`config.mk`:
```
export PLATFORM = sky130hd
export DESIGN_NAME = ipe_core
export DESIGN_NICKNAME = d
export VERILOG_FILES = /design/src/verilog/ipe_pkg.sv /design/src/verilog/ipe_core.sv
export SDC_FILE = /design/constraint.sdc
export NUM_CORES = 1
export LEC_CHECK = 0
export BUFFER_PORTS_ARGS = -buffer_cell sky130_fd_sc_hd__buf_4
export CAP_MARGIN = 30
export CORE_MARGIN = 4
export CORE_UTILIZATION = 62
export DETAILED_ROUTE_END_ITERATION = 10
export PLACE_DENSITY = 0.82
export SLEW_MARGIN = 20
export SYNTH_ARGS = -nofsm -noshare
export SYNTH_HDL_FRONTEND = slang
export SYNTH_SLANG_ARGS = --single-unit
```
`constraint.sdc`:
```
create_clock -name sys_clk_i -period 21.2 [get_ports sys_clk_i]
set_input_delay 4.24 -clock sys_clk_i [delete_from_list [all_inputs] [get_ports sys_clk_i]]
set_output_delay 4.24 -clock sys_clk_i [all_outputs]
set_load 0.005 [all_outputs]
```
`src/verilog/ipe_pkg.sv`:
```
/*
 * Shared constants and types for the interrupt priority and enable block:
 * register indices, field layout, widths and carrier structs.
 * Assumes a single clock domain and a plain register port master.
 */
`default_nettype none

package ipe_pkg;

	// ---------------------------------------------------------------
	// sizes
	// ---------------------------------------------------------------
	localparam int IPE_NUM_SRC = 8;
	localparam int IPE_NUM_PE = 2;
	localparam int IPE_NUM_LOCAL = 4;
	localparam int IPE_ADDR_W = 8;
	localparam int IPE_PRIO_W = 8;

	// ---------------------------------------------------------------
	// register indices (word address on the plain port)
	// ---------------------------------------------------------------
	localparam logic [7:0] IPE_REG_CTRL = 8'h00;
	localparam logic [7:0] IPE_REG_SET_EN = 8'h01;
	localparam logic [7:0] IPE_REG_CLR_EN = 8'h02;
	localparam logic [7:0] IPE_REG_PEND = 8'h03;
	localparam logic [7:0] IPE_REG_SOFT_REQ = 8'h04;
	localparam logic [7:0] IPE_REG_CPU_EN = 8'h05;
	localparam logic [7:0] IPE_REG_PMASK = 8'h06;
	localparam logic [7:0] IPE_REG_RUNPRIO = 8'h07;
	localparam logic [7:0] IPE_REG_HPPI = 8'h08;
	localparam logic [7:0] IPE_REG_SEC = 8'h09;
	localparam logic [7:0] IPE_REG_SHPRIO = 8'h10;
	localparam logic [7:0] IPE_REG_LCPRIO = 8'h20;

	// ---------------------------------------------------------------
	// control register bits
	// ---------------------------------------------------------------
	localparam int IPE_CTRL_G0 = 0;
	localparam int IPE_CTRL_G1S = 1;
	localparam int IPE_CTRL_G1NS = 2;
	localparam int IPE_CTRL_MSI = 3;
	localparam int IPE_CTRL_DS = 4;
	localparam int IPE_CTRL_FIQ = 5;

	// ---------------------------------------------------------------
	// values
	// ---------------------------------------------------------------
	localparam logic [7:0] IPE_PRIO_ZERO = 8'h00;
	localparam logic [7:0] IPE_PRIO_IDLE = 8'hff;
	localparam logic [7:0] IPE_NS_HALF = 8'h80;
	localparam logic [31:0] IPE_WORD_ZERO = 32'h0000_0000;
	localparam logic [1:0] IPE_GRP_0 = 2'h0;
	localparam logic [1:0] IPE_GRP_1S = 2'h1;
	localparam logic [1:0] IPE_GRP_1NS = 2'h2;

	// register port request
	typedef struct packed {
		logic wr;
		logic rd;
		logic ns;
		logic [7:0] addr;
		logic [31:0] wdata;
	} ipe_req_t;

	// forwarded interrupt to one processing element
	typedef struct packed {
		logic valid;
		logic [7:0] id;
		logic [7:0] prio;
	} ipe_fwd_t;

endpackage

`default_nettype wire

```
`src/verilog/ipe_core.sv`:
```
/*
 * Interrupt priority and enable core: pending tracking, group and
 * individual enables, priority storage, per-PE selection, and the
 * restricted non-secure view of the priority mask and running priority.
 * Assumes source lines and the running priority arrive synchronised
 * to sys_clk_i; sources are edge triggered.
 */
// The plain strobed port and the placing of the registers were chosen for this implementation.
`default_nettype none

// Overview of operation
// - disabled sources still latch pending on edges or requests.
// - message sources never pend while their enable is zero.
// - with all group enables off, edges and soft requests are ignored.
// - a group enable fall withdraws that group's forwarded interrupt.
// - a cpu group enable fall releases the forwarded interrupt.
// - each source has an eight-bit unsigned priority.
// - implemented level count follows the priority width parameter.
// - unimplemented low priority bits read zero and ignore writes.
// - legal values are multiples of the step set by the width.
// - smaller priority value wins; zero is most urgent.
// - shared priorities writable except one reserved fixed source.
// - local sources keep a separate priority per processing element.
// - non-secure writes force the priority into the lower half.
// - writing all ones reads back the implemented bits only.
// - equal priorities resolve to the lowest source number.
// - best enabled unmasked source is forwarded the next cycle.
// - secure group fields read zero, ignore writes for non-secure.
// - non-secure mask view reads zero and writes dropped below 0x80.
// - non-secure view shows the shifted value when mask is high.
// - non-secure writes never take the mask from 0x80-0xff into 0x00-0x7f.
// - without monitor routing non-secure sees the unshifted values.
// - individually disabled sources are excluded from selection.
// - sources of disabled distributor groups are excluded.
module ipe_core #(
	parameter int PRIO_BITS = 5,
	parameter int FIXED_SRC = 7,
	parameter logic [7:0] FIXED_PRIO = 8'h10,
	parameter logic [7:0] MSI_SRC_MASK = 8'hc0
) (
	input wire logic sys_clk_i,
	input wire logic rst_n_i,
	input wire ipe_pkg::ipe_req_t req_i,
	input wire logic [ipe_pkg::IPE_NUM_SRC-1:0] src_i,
	input wire logic [ipe_pkg::IPE_NUM_PE*8-1:0] run_prio_i,
	output logic [31:0] rdata_o,
	output ipe_pkg::ipe_fwd_t [ipe_pkg::IPE_NUM_PE-1:0] fwd_o
);
	import ipe_pkg::*;

	// ---------------------------------------------------------------
	// state
	// ---------------------------------------------------------------
	typedef struct packed {
		logic [5:0] ctrl;
		logic [IPE_NUM_SRC-1:0] en;
		logic [IPE_NUM_SRC-1:0] pend;
		logic [IPE_NUM_SRC-1:0] src_q;
		logic [IPE_NUM_SRC*2-1:0] grp;
		logic [IPE_NUM_PE*2-1:0] cpu_en;
		logic [IPE_NUM_SRC*8-1:0] sh_prio;
		logic [IPE_NUM_PE*IPE_NUM_LOCAL*8-1:0] lc_prio;
		logic [IPE_NUM_PE*8-1:0] pmask;
		logic [31:0] rdata;
		ipe_fwd_t [IPE_NUM_PE-1:0] fwd;
	} ipe_state_t;

	ipe_state_t st_r;
	ipe_state_t st_nxt;

	// 2**PRIO_BITS levels; two security states need PRIO_BITS of 5 or more
	// the mask is the only place the width enters, so every path agrees on it
	localparam logic [7:0] IMPL_MASK = 8'(8'hff << (8 - PRIO_BITS));

	// secure groups are group 0 and secure group 1
	function automatic logic grp_secure(input logic [1:0] g);
		return g != IPE_GRP_1NS;
	endfunction

	// distributor enable for a group
	function automatic logic grp_on(input logic [5:0] c, input logic [1:0] g);
		case (g)
			IPE_GRP_0: return c[IPE_CTRL_G0];
			IPE_GRP_1S: return c[IPE_CTRL_G1S];
			default: return c[IPE_CTRL_G1NS];
		endcase
	endfunction

	// non-secure shifted view of a secure priority value
	function automatic logic [7:0] ns_view(input logic [7:0] v);
		return 8'(v << 1) & IMPL_MASK;
	endfunction

	// legalise a stored priority; ns writes land in lower-urgency half
	function automatic logic [7:0] legal_prio(input logic [7:0] v, input logic ns);
		logic [7:0] r;
		r = ns ? (IPE_NS_HALF | (v >> 1)) : v;
		return r & IMPL_MASK;
	endfunction

	logic sec_ns;
	logic any_grp;
	logic [IPE_NUM_SRC-1:0] edge_hit;
	logic [IPE_NUM_SRC-1:0] soft_hit;
	logic [7:0] idx;
	logic [7:0] rd_v;
	logic [7:0] cand_p;
	logic [7:0] best_p;
	logic [7:0] best_id;
	logic best_v;
	logic [1:0] g;

	// ---------------------------------------------------------------
	// next state
	// ---------------------------------------------------------------
	always_comb begin
		st_nxt = st_r;
		sec_ns = req_i.ns && !st_r.ctrl[IPE_CTRL_DS];
		any_grp = st_r.ctrl[IPE_CTRL_G0] | st_r.ctrl[IPE_CTRL_G1S] | st_r.ctrl[IPE_CTRL_G1NS];
		idx = req_i.addr;
		rd_v = IPE_PRIO_ZERO;
		st_nxt.src_q = src_i;
		edge_hit = src_i & ~st_r.src_q;
		soft_hit = '0;
		st_nxt.rdata = IPE_WORD_ZERO;
		if (req_i.wr && req_i.addr == IPE_REG_SOFT_REQ) begin
			soft_hit = req_i.wdata[IPE_NUM_SRC-1:0];
		end
		// -----------------------------------------------------------
		// pending
		// -----------------------------------------------------------
		// pending latches regardless of individual enable; global off gates it
		// edges are never filtered by security, only soft requests are
		for (int i = 0; i < IPE_NUM_SRC; i++) begin
			if (sec_ns && grp_secure(st_r.grp[i*2 +: 2])) begin
				soft_hit[i] = 1'b0;
			end
			if ((edge_hit[i] || soft_hit[i]) && any_grp) begin
				if (!MSI_SRC_MASK[i] || st_r.ctrl[IPE_CTRL_MSI]) begin
					st_nxt.pend[i] = 1'b1;
				end
			end
		end
		// -----------------------------------------------------------
		// register writes
		// -----------------------------------------------------------
		// a write lands in st_nxt and is seen by selection one cycle later
		if (req_i.wr) begin
			case (req_i.addr)
				IPE_REG_CTRL: begin
					if (!sec_ns) begin
						st_nxt.ctrl = req_i.wdata[5:0];
					end else begin
						st_nxt.ctrl[IPE_CTRL_G1NS] = req_i.wdata[IPE_CTRL_G1NS];
					end
				end
				IPE_REG_SET_EN, IPE_REG_CLR_EN: begin
					for (int i = 0; i < IPE_NUM_SRC; i++) begin
						if (req_i.wdata[i] && !(sec_ns && grp_secure(st_r.grp[i*2 +: 2]))) begin
							st_nxt.en[i] = (req_i.addr == IPE_REG_SET_EN);
						end
					end
				end
				IPE_REG_PEND: begin
					// clear-pending; a same-cycle set wins
					for (int i = 0; i < IPE_NUM_SRC; i++) begin
						if (req_i.wdata[i] && !edge_hit[i] && !soft_hit[i]
								&& !(sec_ns && grp_secure(st_r.grp[i*2 +: 2]))) begin
							st_nxt.pend[i] = 1'b0;
						end
					end
				end
				IPE_REG_SEC: begin
					if (!sec_ns) begin
						st_nxt.grp = req_i.wdata[IPE_NUM_SRC*2-1:0];
					end
				end
				IPE_REG_CPU_EN: begin
					st_nxt.cpu_en = req_i.wdata[IPE_NUM_PE*2-1:0];
				end
				default: begin
				end
			endcase
			// shared priorities
			if (idx >= IPE_REG_SHPRIO && idx < IPE_REG_SHPRIO + 8'(IPE_NUM_SRC)) begin
				g = st_r.grp[(idx - IPE_REG_SHPRIO)*2 +: 2];
				if (!(idx - IPE_REG_SHPRIO == 8'(FIXED_SRC)) && !(sec_ns && grp_secure(g))) begin
					st_nxt.sh_prio[(idx - IPE_REG_SHPRIO)*8 +: 8] =
						legal_prio(req_i.wdata[7:0], sec_ns);
				end
			end
			// per-pe local priorities; secure local sources hidden from ns
			if (idx >= IPE_REG_LCPRIO && idx < IPE_REG_LCPRIO + 8'(IPE_NUM_PE*IPE_NUM_LOCAL)) begin
				g = st_r.grp[(int'(idx - IPE_REG_LCPRIO) % IPE_NUM_LOCAL)*2 +: 2];
				if (!(sec_ns && grp_secure(g))) begin
					st_nxt.lc_prio[(idx - IPE_REG_LCPRIO)*8 +: 8] =
						legal_prio(req_i.wdata[7:0], sec_ns);
				end
			end
			// priority mask per pe, word holds pe index in bits 11:8
			if (idx == IPE_REG_PMASK && int'(req_i.wdata[11:8]) < IPE_NUM_PE) begin
				if (!req_i.ns || st_r.ctrl[IPE_CTRL_DS] || !st_r.ctrl[IPE_CTRL_FIQ]) begin
					st_nxt.pmask[req_i.wdata[11:8]*8 +: 8] = req_i.wdata[7:0] & IMPL_MASK;
				end else if (st_r.pmask[req_i.wdata[11:8]*8 +: 8] >= IPE_NS_HALF) begin
					st_nxt.pmask[req_i.wdata[11:8]*8 +: 8] =
						legal_prio(req_i.wdata[7:0], 1'b1);
				end
			end
		end
		// -----------------------------------------------------------
		// register reads
		// -----------------------------------------------------------
		// data stand the cycle after the strobe, zero in every other cycle
		// unmapped words fall through every arm and read zero
		if (req_i.rd) begin
			case (req_i.addr)
				IPE_REG_CTRL: st_nxt.rdata[5:0] = sec_ns ?
					(st_r.ctrl & 6'(1 << IPE_CTRL_G1NS)) : st_r.ctrl;
				IPE_REG_SET_EN, IPE_REG_CLR_EN: st_nxt.rdata[IPE_NUM_SRC-1:0] = st_r.en;
				IPE_REG_PEND: st_nxt.rdata[IPE_NUM_SRC-1:0] = st_r.pend;
				IPE_REG_SEC: st_nxt.rdata[IPE_NUM_SRC*2-1:0] = sec_ns ? '0 : st_r.grp;
				IPE_REG_CPU_EN: st_nxt.rdata[IPE_NUM_PE*2-1:0] = st_r.cpu_en;
				IPE_REG_HPPI: begin
					for (int p = 0; p < IPE_NUM_PE; p++) begin
						st_nxt.rdata[p*8 +: 8] = st_r.fwd[p].id;
					end
				end
				IPE_REG_PMASK, IPE_REG_RUNPRIO: begin
					for (int p = 0; p < IPE_NUM_PE; p++) begin
						rd_v = (req_i.addr == IPE_REG_PMASK) ? st_r.pmask[p*8 +: 8]
							: (run_prio_i[p*8 +: 8] & IMPL_MASK);
						if (req_i.ns && !st_r.ctrl[IPE_CTRL_DS] && st_r.ctrl[IPE_CTRL_FIQ]) begin
							rd_v = (st_r.pmask[p*8 +: 8] < IPE_NS_HALF) ? IPE_PRIO_ZERO
								: ns_view(rd_v);
						end
						st_nxt.rdata[p*8 +: 8] = rd_v;
					end
				end
				default: begin
					if (idx >= IPE_REG_SHPRIO && idx < IPE_REG_SHPRIO + 8'(IPE_NUM_SRC)) begin
						rd_v = st_r.sh_prio[(idx - IPE_REG_SHPRIO)*8 +: 8];
						g = st_r.grp[(idx - IPE_REG_SHPRIO)*2 +: 2];
						st_nxt.rdata[7:0] = !sec_ns ? rd_v
							: (grp_secure(g) ? IPE_PRIO_ZERO : ns_view(rd_v));
					end else if (idx >= IPE_REG_LCPRIO
							&& idx < IPE_REG_LCPRIO + 8'(IPE_NUM_PE*IPE_NUM_LOCAL)) begin
						rd_v = st_r.lc_prio[(idx - IPE_REG_LCPRIO)*8 +: 8];
						g = st_r.grp[(int'(idx - IPE_REG_LCPRIO) % IPE_NUM_LOCAL)*2 +: 2];
						st_nxt.rdata[7:0] = !sec_ns ? rd_v
							: (grp_secure(g) ? IPE_PRIO_ZERO : ns_view(rd_v));
					end
				end
			endcase
		end
		// -----------------------------------------------------------
		// selection
		// -----------------------------------------------------------
		// selection per pe; local sources use the per-pe priority bank
		// scanning from the top with <= lets the lowest equal source win
		// one flat compare chain: cheap at eight sources, not for hundreds
		for (int p = 0; p < IPE_NUM_PE; p++) begin
			best_v = 1'b0;
			best_p = IPE_PRIO_IDLE;
			best_id = IPE_PRIO_ZERO;
			for (int i = IPE_NUM_SRC - 1; i >= 0; i--) begin
				g = st_r.grp[i*2 +: 2];
				cand_p = (i < IPE_NUM_LOCAL) ? st_r.lc_prio[(p*IPE_NUM_LOCAL + i)*8 +: 8]
					: st_r.sh_prio[i*8 +: 8];
				if (st_r.pend[i] && st_r.en[i]
						&& grp_on(st_r.ctrl, g)
						&& st_r.cpu_en[p*2 + (g == IPE_GRP_0 ? 0 : 1)]
						&& (cand_p & IMPL_MASK) < st_r.pmask[p*8 +: 8]
						&& (cand_p & IMPL_MASK) < run_prio_i[p*8 +: 8]
						&& (cand_p <= best_p)) begin
					best_v = 1'b1;
					best_p = cand_p;
					best_id = 8'(i);
				end
			end
			st_nxt.fwd[p].valid = best_v;
			st_nxt.fwd[p].id = best_id;
			st_nxt.fwd[p].prio = best_p;
		end
		if (!rst_n_i) begin
			st_nxt = '0;
			st_nxt.sh_prio[FIXED_SRC*8 +: 8] = FIXED_PRIO & IMPL_MASK;
		end
	end

	// ---------------------------------------------------------------
	// register stage
	// ---------------------------------------------------------------
	always_ff @(posedge sys_clk_i) begin
		st_r <= st_nxt;
	end

	assign rdata_o = st_r.rdata;
	assign fwd_o = st_r.fwd;

	// ---------------------------------------------------------------
	// checks
	// ---------------------------------------------------------------
	a_prio_low_bits: assert property (@(posedge sys_clk_i) disable iff (!rst_n_i)
		(st_r.sh_prio & ~{IPE_NUM_SRC{IMPL_MASK}}) == '0)
		else $error("unimplemented priority bits set");
	a_fixed_prio_hold: assert property (@(posedge sys_clk_i) disable iff (!rst_n_i)
		st_r.sh_prio[FIXED_SRC*8 +: 8] == (FIXED_PRIO & IMPL_MASK))
		else $error("reserved priority changed");
	a_msi_no_pend: assert property (@(posedge sys_clk_i) disable iff (!rst_n_i)
		!st_r.ctrl[IPE_CTRL_MSI] && $past(rst_n_i) |=> ((st_r.pend & ~$past(st_r.pend)
		& MSI_SRC_MASK) == '0))
		else $error("message source pended while disabled");
	// the forward shows last cycle's state, so index the past vectors by today's id
	a_fwd_enabled: assert property (@(posedge sys_clk_i) disable iff (!rst_n_i)
		fwd_o[0].valid |-> 1'($past(st_r.en) >> fwd_o[0].id))
		else $error("disabled source forwarded");
	a_grp_withdraw: assert property (@(posedge sys_clk_i) disable iff (!rst_n_i)
		fwd_o[0].valid |-> grp_on($past(st_r.ctrl), 2'($past(st_r.grp) >> (fwd_o[0].id * 2))))
		else $error("forward not withdrawn");
	a_cpu_release: assert property (@(posedge sys_clk_i) disable iff (!rst_n_i)
		st_r.cpu_en[1:0] == 2'h0 |=> !fwd_o[0].valid)
		else $error("forward not released");
	a_fwd_masked: assert property (@(posedge sys_clk_i) disable iff (!rst_n_i)
		fwd_o[0].valid |-> fwd_o[0].prio < $past(st_r.pmask[7:0]))
		else $error("forward above mask");
	a_ns_mask_high: assert property (@(posedge sys_clk_i) disable iff (!rst_n_i)
		$past(st_r.pmask[7:0]) >= IPE_NS_HALF && $past(req_i.wr) && $past(req_i.ns)
		&& $past(st_r.ctrl[IPE_CTRL_FIQ]) && !$past(st_r.ctrl[IPE_CTRL_DS])
		&& $past(req_i.wdata[11:8]) == 4'h0
		&& $past(req_i.addr) == IPE_REG_PMASK |-> st_r.pmask[7:0] >= IPE_NS_HALF)
		else $error("ns mask write reached secure half");
	a_ns_read_zero: assert property (@(posedge sys_clk_i) disable iff (!rst_n_i)
		req_i.rd && req_i.ns && req_i.addr == IPE_REG_PMASK && !st_r.ctrl[IPE_CTRL_DS]
		&& st_r.ctrl[IPE_CTRL_FIQ] && st_r.pmask[7:0] < IPE_NS_HALF |=> rdata_o[7:0] == 8'h00)
		else $error("ns mask read not zero");
	a_ns_view_high: assert property (@(posedge sys_clk_i) disable iff (!rst_n_i)
		req_i.rd && req_i.ns && req_i.addr == IPE_REG_PMASK && !st_r.ctrl[IPE_CTRL_DS]
		&& st_r.ctrl[IPE_CTRL_FIQ] && st_r.pmask[7:0] >= IPE_NS_HALF
		|=> rdata_o[7:0] == (8'($past(st_r.pmask[7:0]) << 1) & IMPL_MASK))
		else $error("ns mask read not shifted");
	a_ns_mask_drop: assert property (@(posedge sys_clk_i) disable iff (!rst_n_i)
		req_i.wr && req_i.ns && req_i.addr == IPE_REG_PMASK && req_i.wdata[11:8] == 4'h0
		&& !st_r.ctrl[IPE_CTRL_DS] && st_r.ctrl[IPE_CTRL_FIQ]
		&& st_r.pmask[7:0] < IPE_NS_HALF |=> $stable(st_r.pmask[7:0]))
		else $error("ns mask write not ignored");
	a_ns_ctrl_kept: assert property (@(posedge sys_clk_i) disable iff (!rst_n_i)
		req_i.wr && sec_ns && req_i.addr == IPE_REG_CTRL
		|=> (st_r.ctrl & ~6'(1 << IPE_CTRL_G1NS))
		== ($past(st_r.ctrl) & ~6'(1 << IPE_CTRL_G1NS)))
		else $error("ns write changed secure control");

	// pending checks
	a_pend_kept: assert property (@(posedge sys_clk_i) disable iff (!rst_n_i)
		any_grp && (edge_hit & ~MSI_SRC_MASK) != '0
		|=> (st_r.pend & $past(edge_hit & ~MSI_SRC_MASK)) == $past(edge_hit & ~MSI_SRC_MASK))
		else $error("edge on a source did not pend");
	a_groups_off: assert property (@(posedge sys_clk_i) disable iff (!rst_n_i)
		!any_grp |=> (st_r.pend & ~$past(st_r.pend)) == '0)
		else $error("pending set with all groups off");

	c_forward: cover property (@(posedge sys_clk_i) disable iff (!rst_n_i) fwd_o[0].valid);
	c_withdraw: cover property (@(posedge sys_clk_i) disable iff (!rst_n_i)
		$fell(fwd_o[0].valid));
	c_ns_read: cover property (@(posedge sys_clk_i) disable iff (!rst_n_i)
		req_i.rd && req_i.ns && req_i.addr == IPE_REG_PMASK);
	c_ns_mask_write: cover property (@(posedge sys_clk_i) disable iff (!rst_n_i)
		req_i.wr && req_i.ns && req_i.addr == IPE_REG_PMASK && st_r.pmask[7:0] >= IPE_NS_HALF);
	c_soft_pend: cover property (@(posedge sys_clk_i) disable iff (!rst_n_i)
		req_i.wr && req_i.addr == IPE_REG_SOFT_REQ && any_grp);

endmodule

`default_nettype wire

```
==> out/qor.yml <==
yosysWarnings: 0
nets: 2408
r2r_start: "st_r[208]"
fin_crit_ns: 19.68
syn_inst: 2100
yosysTopAreaCellShare_pct: 20.99
cap_violations: 0
clk_pin_slew_ns: 0.07
min_path_type: "reg2reg"
vias: 16220
dr.pass1.iters: 8
grt-ovfl-total: 0
holdCritStartpoint: "st_r[151]"
required_ns: 21.51
finalSetupViolCount: 0
grt_start_max_net_pins: 74
synth_top_flop_cell: "dfxtp_1"
ir_drop_uv: 45.44
place_inst: 2414
clockBufferDepth: 2
cts_setup_buffers: 0
antenna_left: 0
yosysMostFrequentCell: "ha_1"
slew_headroom_pct: 34.11
viasPerCell: 6.628
skew_ns: 0.01781
worstMarginPinSlew_ns: 0.9812
synth_commonest_cells: "ha_1 (240), nand2_1 (203), nor2_1 (179)"
htree_levels: 4
netlist.top_cell.by_area: "dfxtp_1"
power_density_nw_per_um2: 40.60
synth_area_sq_um: 16780
path_common_cell: "ha_1"
max_freq_mhz: 50.82
post-route-drc-count: 0
leakage_nw: 7.815
grtUsageTotal_pct: 33.71
final_cells: 2447
clk_latency_ns: 0.44
hold_depth: 2
path_max_fanout: 11
r2r_end: "fwd_o[20]"
slowest_stage: "or3_1"
hpwl_microns: 40060
fp.dieW_microns: 172.5
postCtsHoldBufs: 0
ioPinCount: 135
ys_async_sr_fraction_pct: 0
grt_pass1_wl_microns: 82770
antenna_cells: 0
cp-end-kind: "flop"
status: "complete, no violations"
core_area_sq_um: 26350
initial_core_util_pct: 63.69
yosys-top-cells-area: "dfxtp_1 (21%), ha_1 (18%), a21oi_1 (5.0%), mux2i_1 (4.8%), nand2_1 (4.5%)"
cts_root_buf: "clkbuf_16"
die_h_microns: 172.5
cts_sinks: 176
gp_congestion: 1.009
ctsResizeCount: 0
syn_area_per_cell_sq_um: 7.993
antenna_found_initial: 0
fin_tns_setup_ns: 0
hold_violations: 0
numPortBuffers: 92
r2r_cells: 68
period_share_pct: 92.82
cts_buffers: 17
area_growth_syn_to_layout_pct: 5.941
yosysSeqAreaShare_pct: 20.99
grt_pass1_vias: 15400
path_class: "in2reg"
worstPathArrival_ns: 19.99
synth_edf_count: 0
rsz0062_at_grt: "no"
ys_seq_elements: 176
hold_end: "st_r[151]"
slew_viol_final: 0
drive_gt1_share_pct: 10.42
worst_setup_path_start_kind: "input pin"
first_iter_violations: 2029
drt-wirelength-per-cell_microns: 21.36
rows: 59
cts_tree: "done"
synth_cell_type_count: 109
drt_wl_total_microns: 52270
rrSetupSlack_ns: 4.97
cpPeakStageDelay_ns: 0.55
die_area_sq_um: 29770
-- placed cells by master (no fill, tap or decap), types with 6 or more instances in the layout --
cell / count
nor2b_1: 52
nand3_1: 56
nor4_1: 9
nor3_1: 67
mux4_2: 21
a22oi_1: 17
a211oi_1: 11
and2_1: 42
nand2b_1: 39
clkbuf_16: 17
xnor2_1: 21
mux2i_1: 81
dfxtp_1: 176
nand2_1: 203
or3_1: 18
ha_1: 240
conb_1: 26
and3_1: 22
a21oi_1: 169
mux2_2: 15
inv_8: 6
o2111ai_1: 7
buf_4: 97
nor4b_1: 6
or2_2: 7
o211ai_1: 13
o21ai_0: 109
xor2_1: 11
a31oi_1: 25
o22ai_1: 24
o21a_1: 27
nand4_1: 23
inv_1: 101
a21o_1: 27
o31ai_1: 6
nor2_1: 179
-- sequential cells by signal, summed over array words and instances (netlist names) --
signal	count
st_r	133
g	2
fwd_o	20
cand_p	5
rdata_o	16
-- logic make-up (layout without fill, tap and decap cells) --
group | count (synthesis) | after routing | share of synthesized area, %
buffers and inverters | 245 | 232 | 7.179
flip-flops | 176 | 176 | 20.99
AND/OR/NAND/NOR | 754 | 754 | 22.08
AO/OA/AOI/OAI | 523 | 523 | 20.57
multiplexers | 127 | 127 | 9.467
adder cells (fa/ha/maj) | 242 | 242 | 18.02
XOR/XNOR | 32 | 32 | 1.670
other | 1 | 26 | 0.02234
-- critical path, delay by kind of cell --
kind	cells	cell delay (ns)
AO/OA/AOI/OAI	30	7.15
adder cells (fa/ha/maj)	8	2.49
buffers and inverters	6	0.71
multiplexers	4	1.22
AND/OR/NAND/NOR	22	4.17
-- power by group --
group	switching, W	internal (W)	leakage [nW]	total (W)
clock	0.000152	0.000157	0.283	0.000309
combinational	0.0000526	0.0000269	6.11	0.0000796
sequential	0.000000742	0.000333	1.42	0.000333
total	0.000205	0.000517	7.82	0.000722
-- metal layers --
| metal | track usage (%) | vias to the layer above | wire [microns] |
|---|---|---|---|
| met5 | 0 | - | 0 |
| met4 | 18.36 | 0 | 3063 |
| met3 | 7.402 | 211 | 5124 |
| met2 | 53.05 | 958 | 22800 |
| met1 | 43.29 | 7523 | 21280 |
| li1 | - | 7527 | - |
-- through the flow --
stage	hold WS [ns]	total power [W]	utilization (%)	area [sq um]	setup slack, ns
4_1_cts	0.4554	0.0007181	67.45	17770	1.818
2_1_floorplan	0.4289	0.0003933	-	16880	3.586
5_1_grt	0.4676	0.0007408	67.47	17780	0.1089
6_report	0.4627	0.0007220	67.47	17780	1.521
3_5_place_dp	0.4481	0.0004176	65.28	17200	1.445
3_3_place_gp	0.4369	0.0004156	65.25	17200	1.746
-- how the worst max path moves through the flow --
stage	depth (start not counted)	slack (ns)	to	from
global placement	70	1.75	fwd_o[24]	run_prio_i[14]
global route	70	0.11	fwd_o[24]	run_prio_i[14]
CTS	70	1.82	fwd_o[20]	run_prio_i[14]
finish	70	1.52	fwd_o[20]	run_prio_i[14]
detailed placement	70	1.45	fwd_o[22]	run_prio_i[14]
floorplan	74	3.59	fwd_o[20]	run_prio_i[14]
-- layout make-up --
| type | count | area (sq um) |
|---|---|---|
| sequential | 176 | 3523 |
| clock inverter | 14 | 141.4 |
| timing repair buffer | 98 | 735.7 |
| fill | 2215 | 8572 |
| clock buffer | 18 | 429.2 |
| inverter | 102 | 382.9 |
| multi-input combinational | 1704 | 12150 |
| tap | 335 | 419.2 |
No activity file was read; power rests on OpenSTA's default activity.
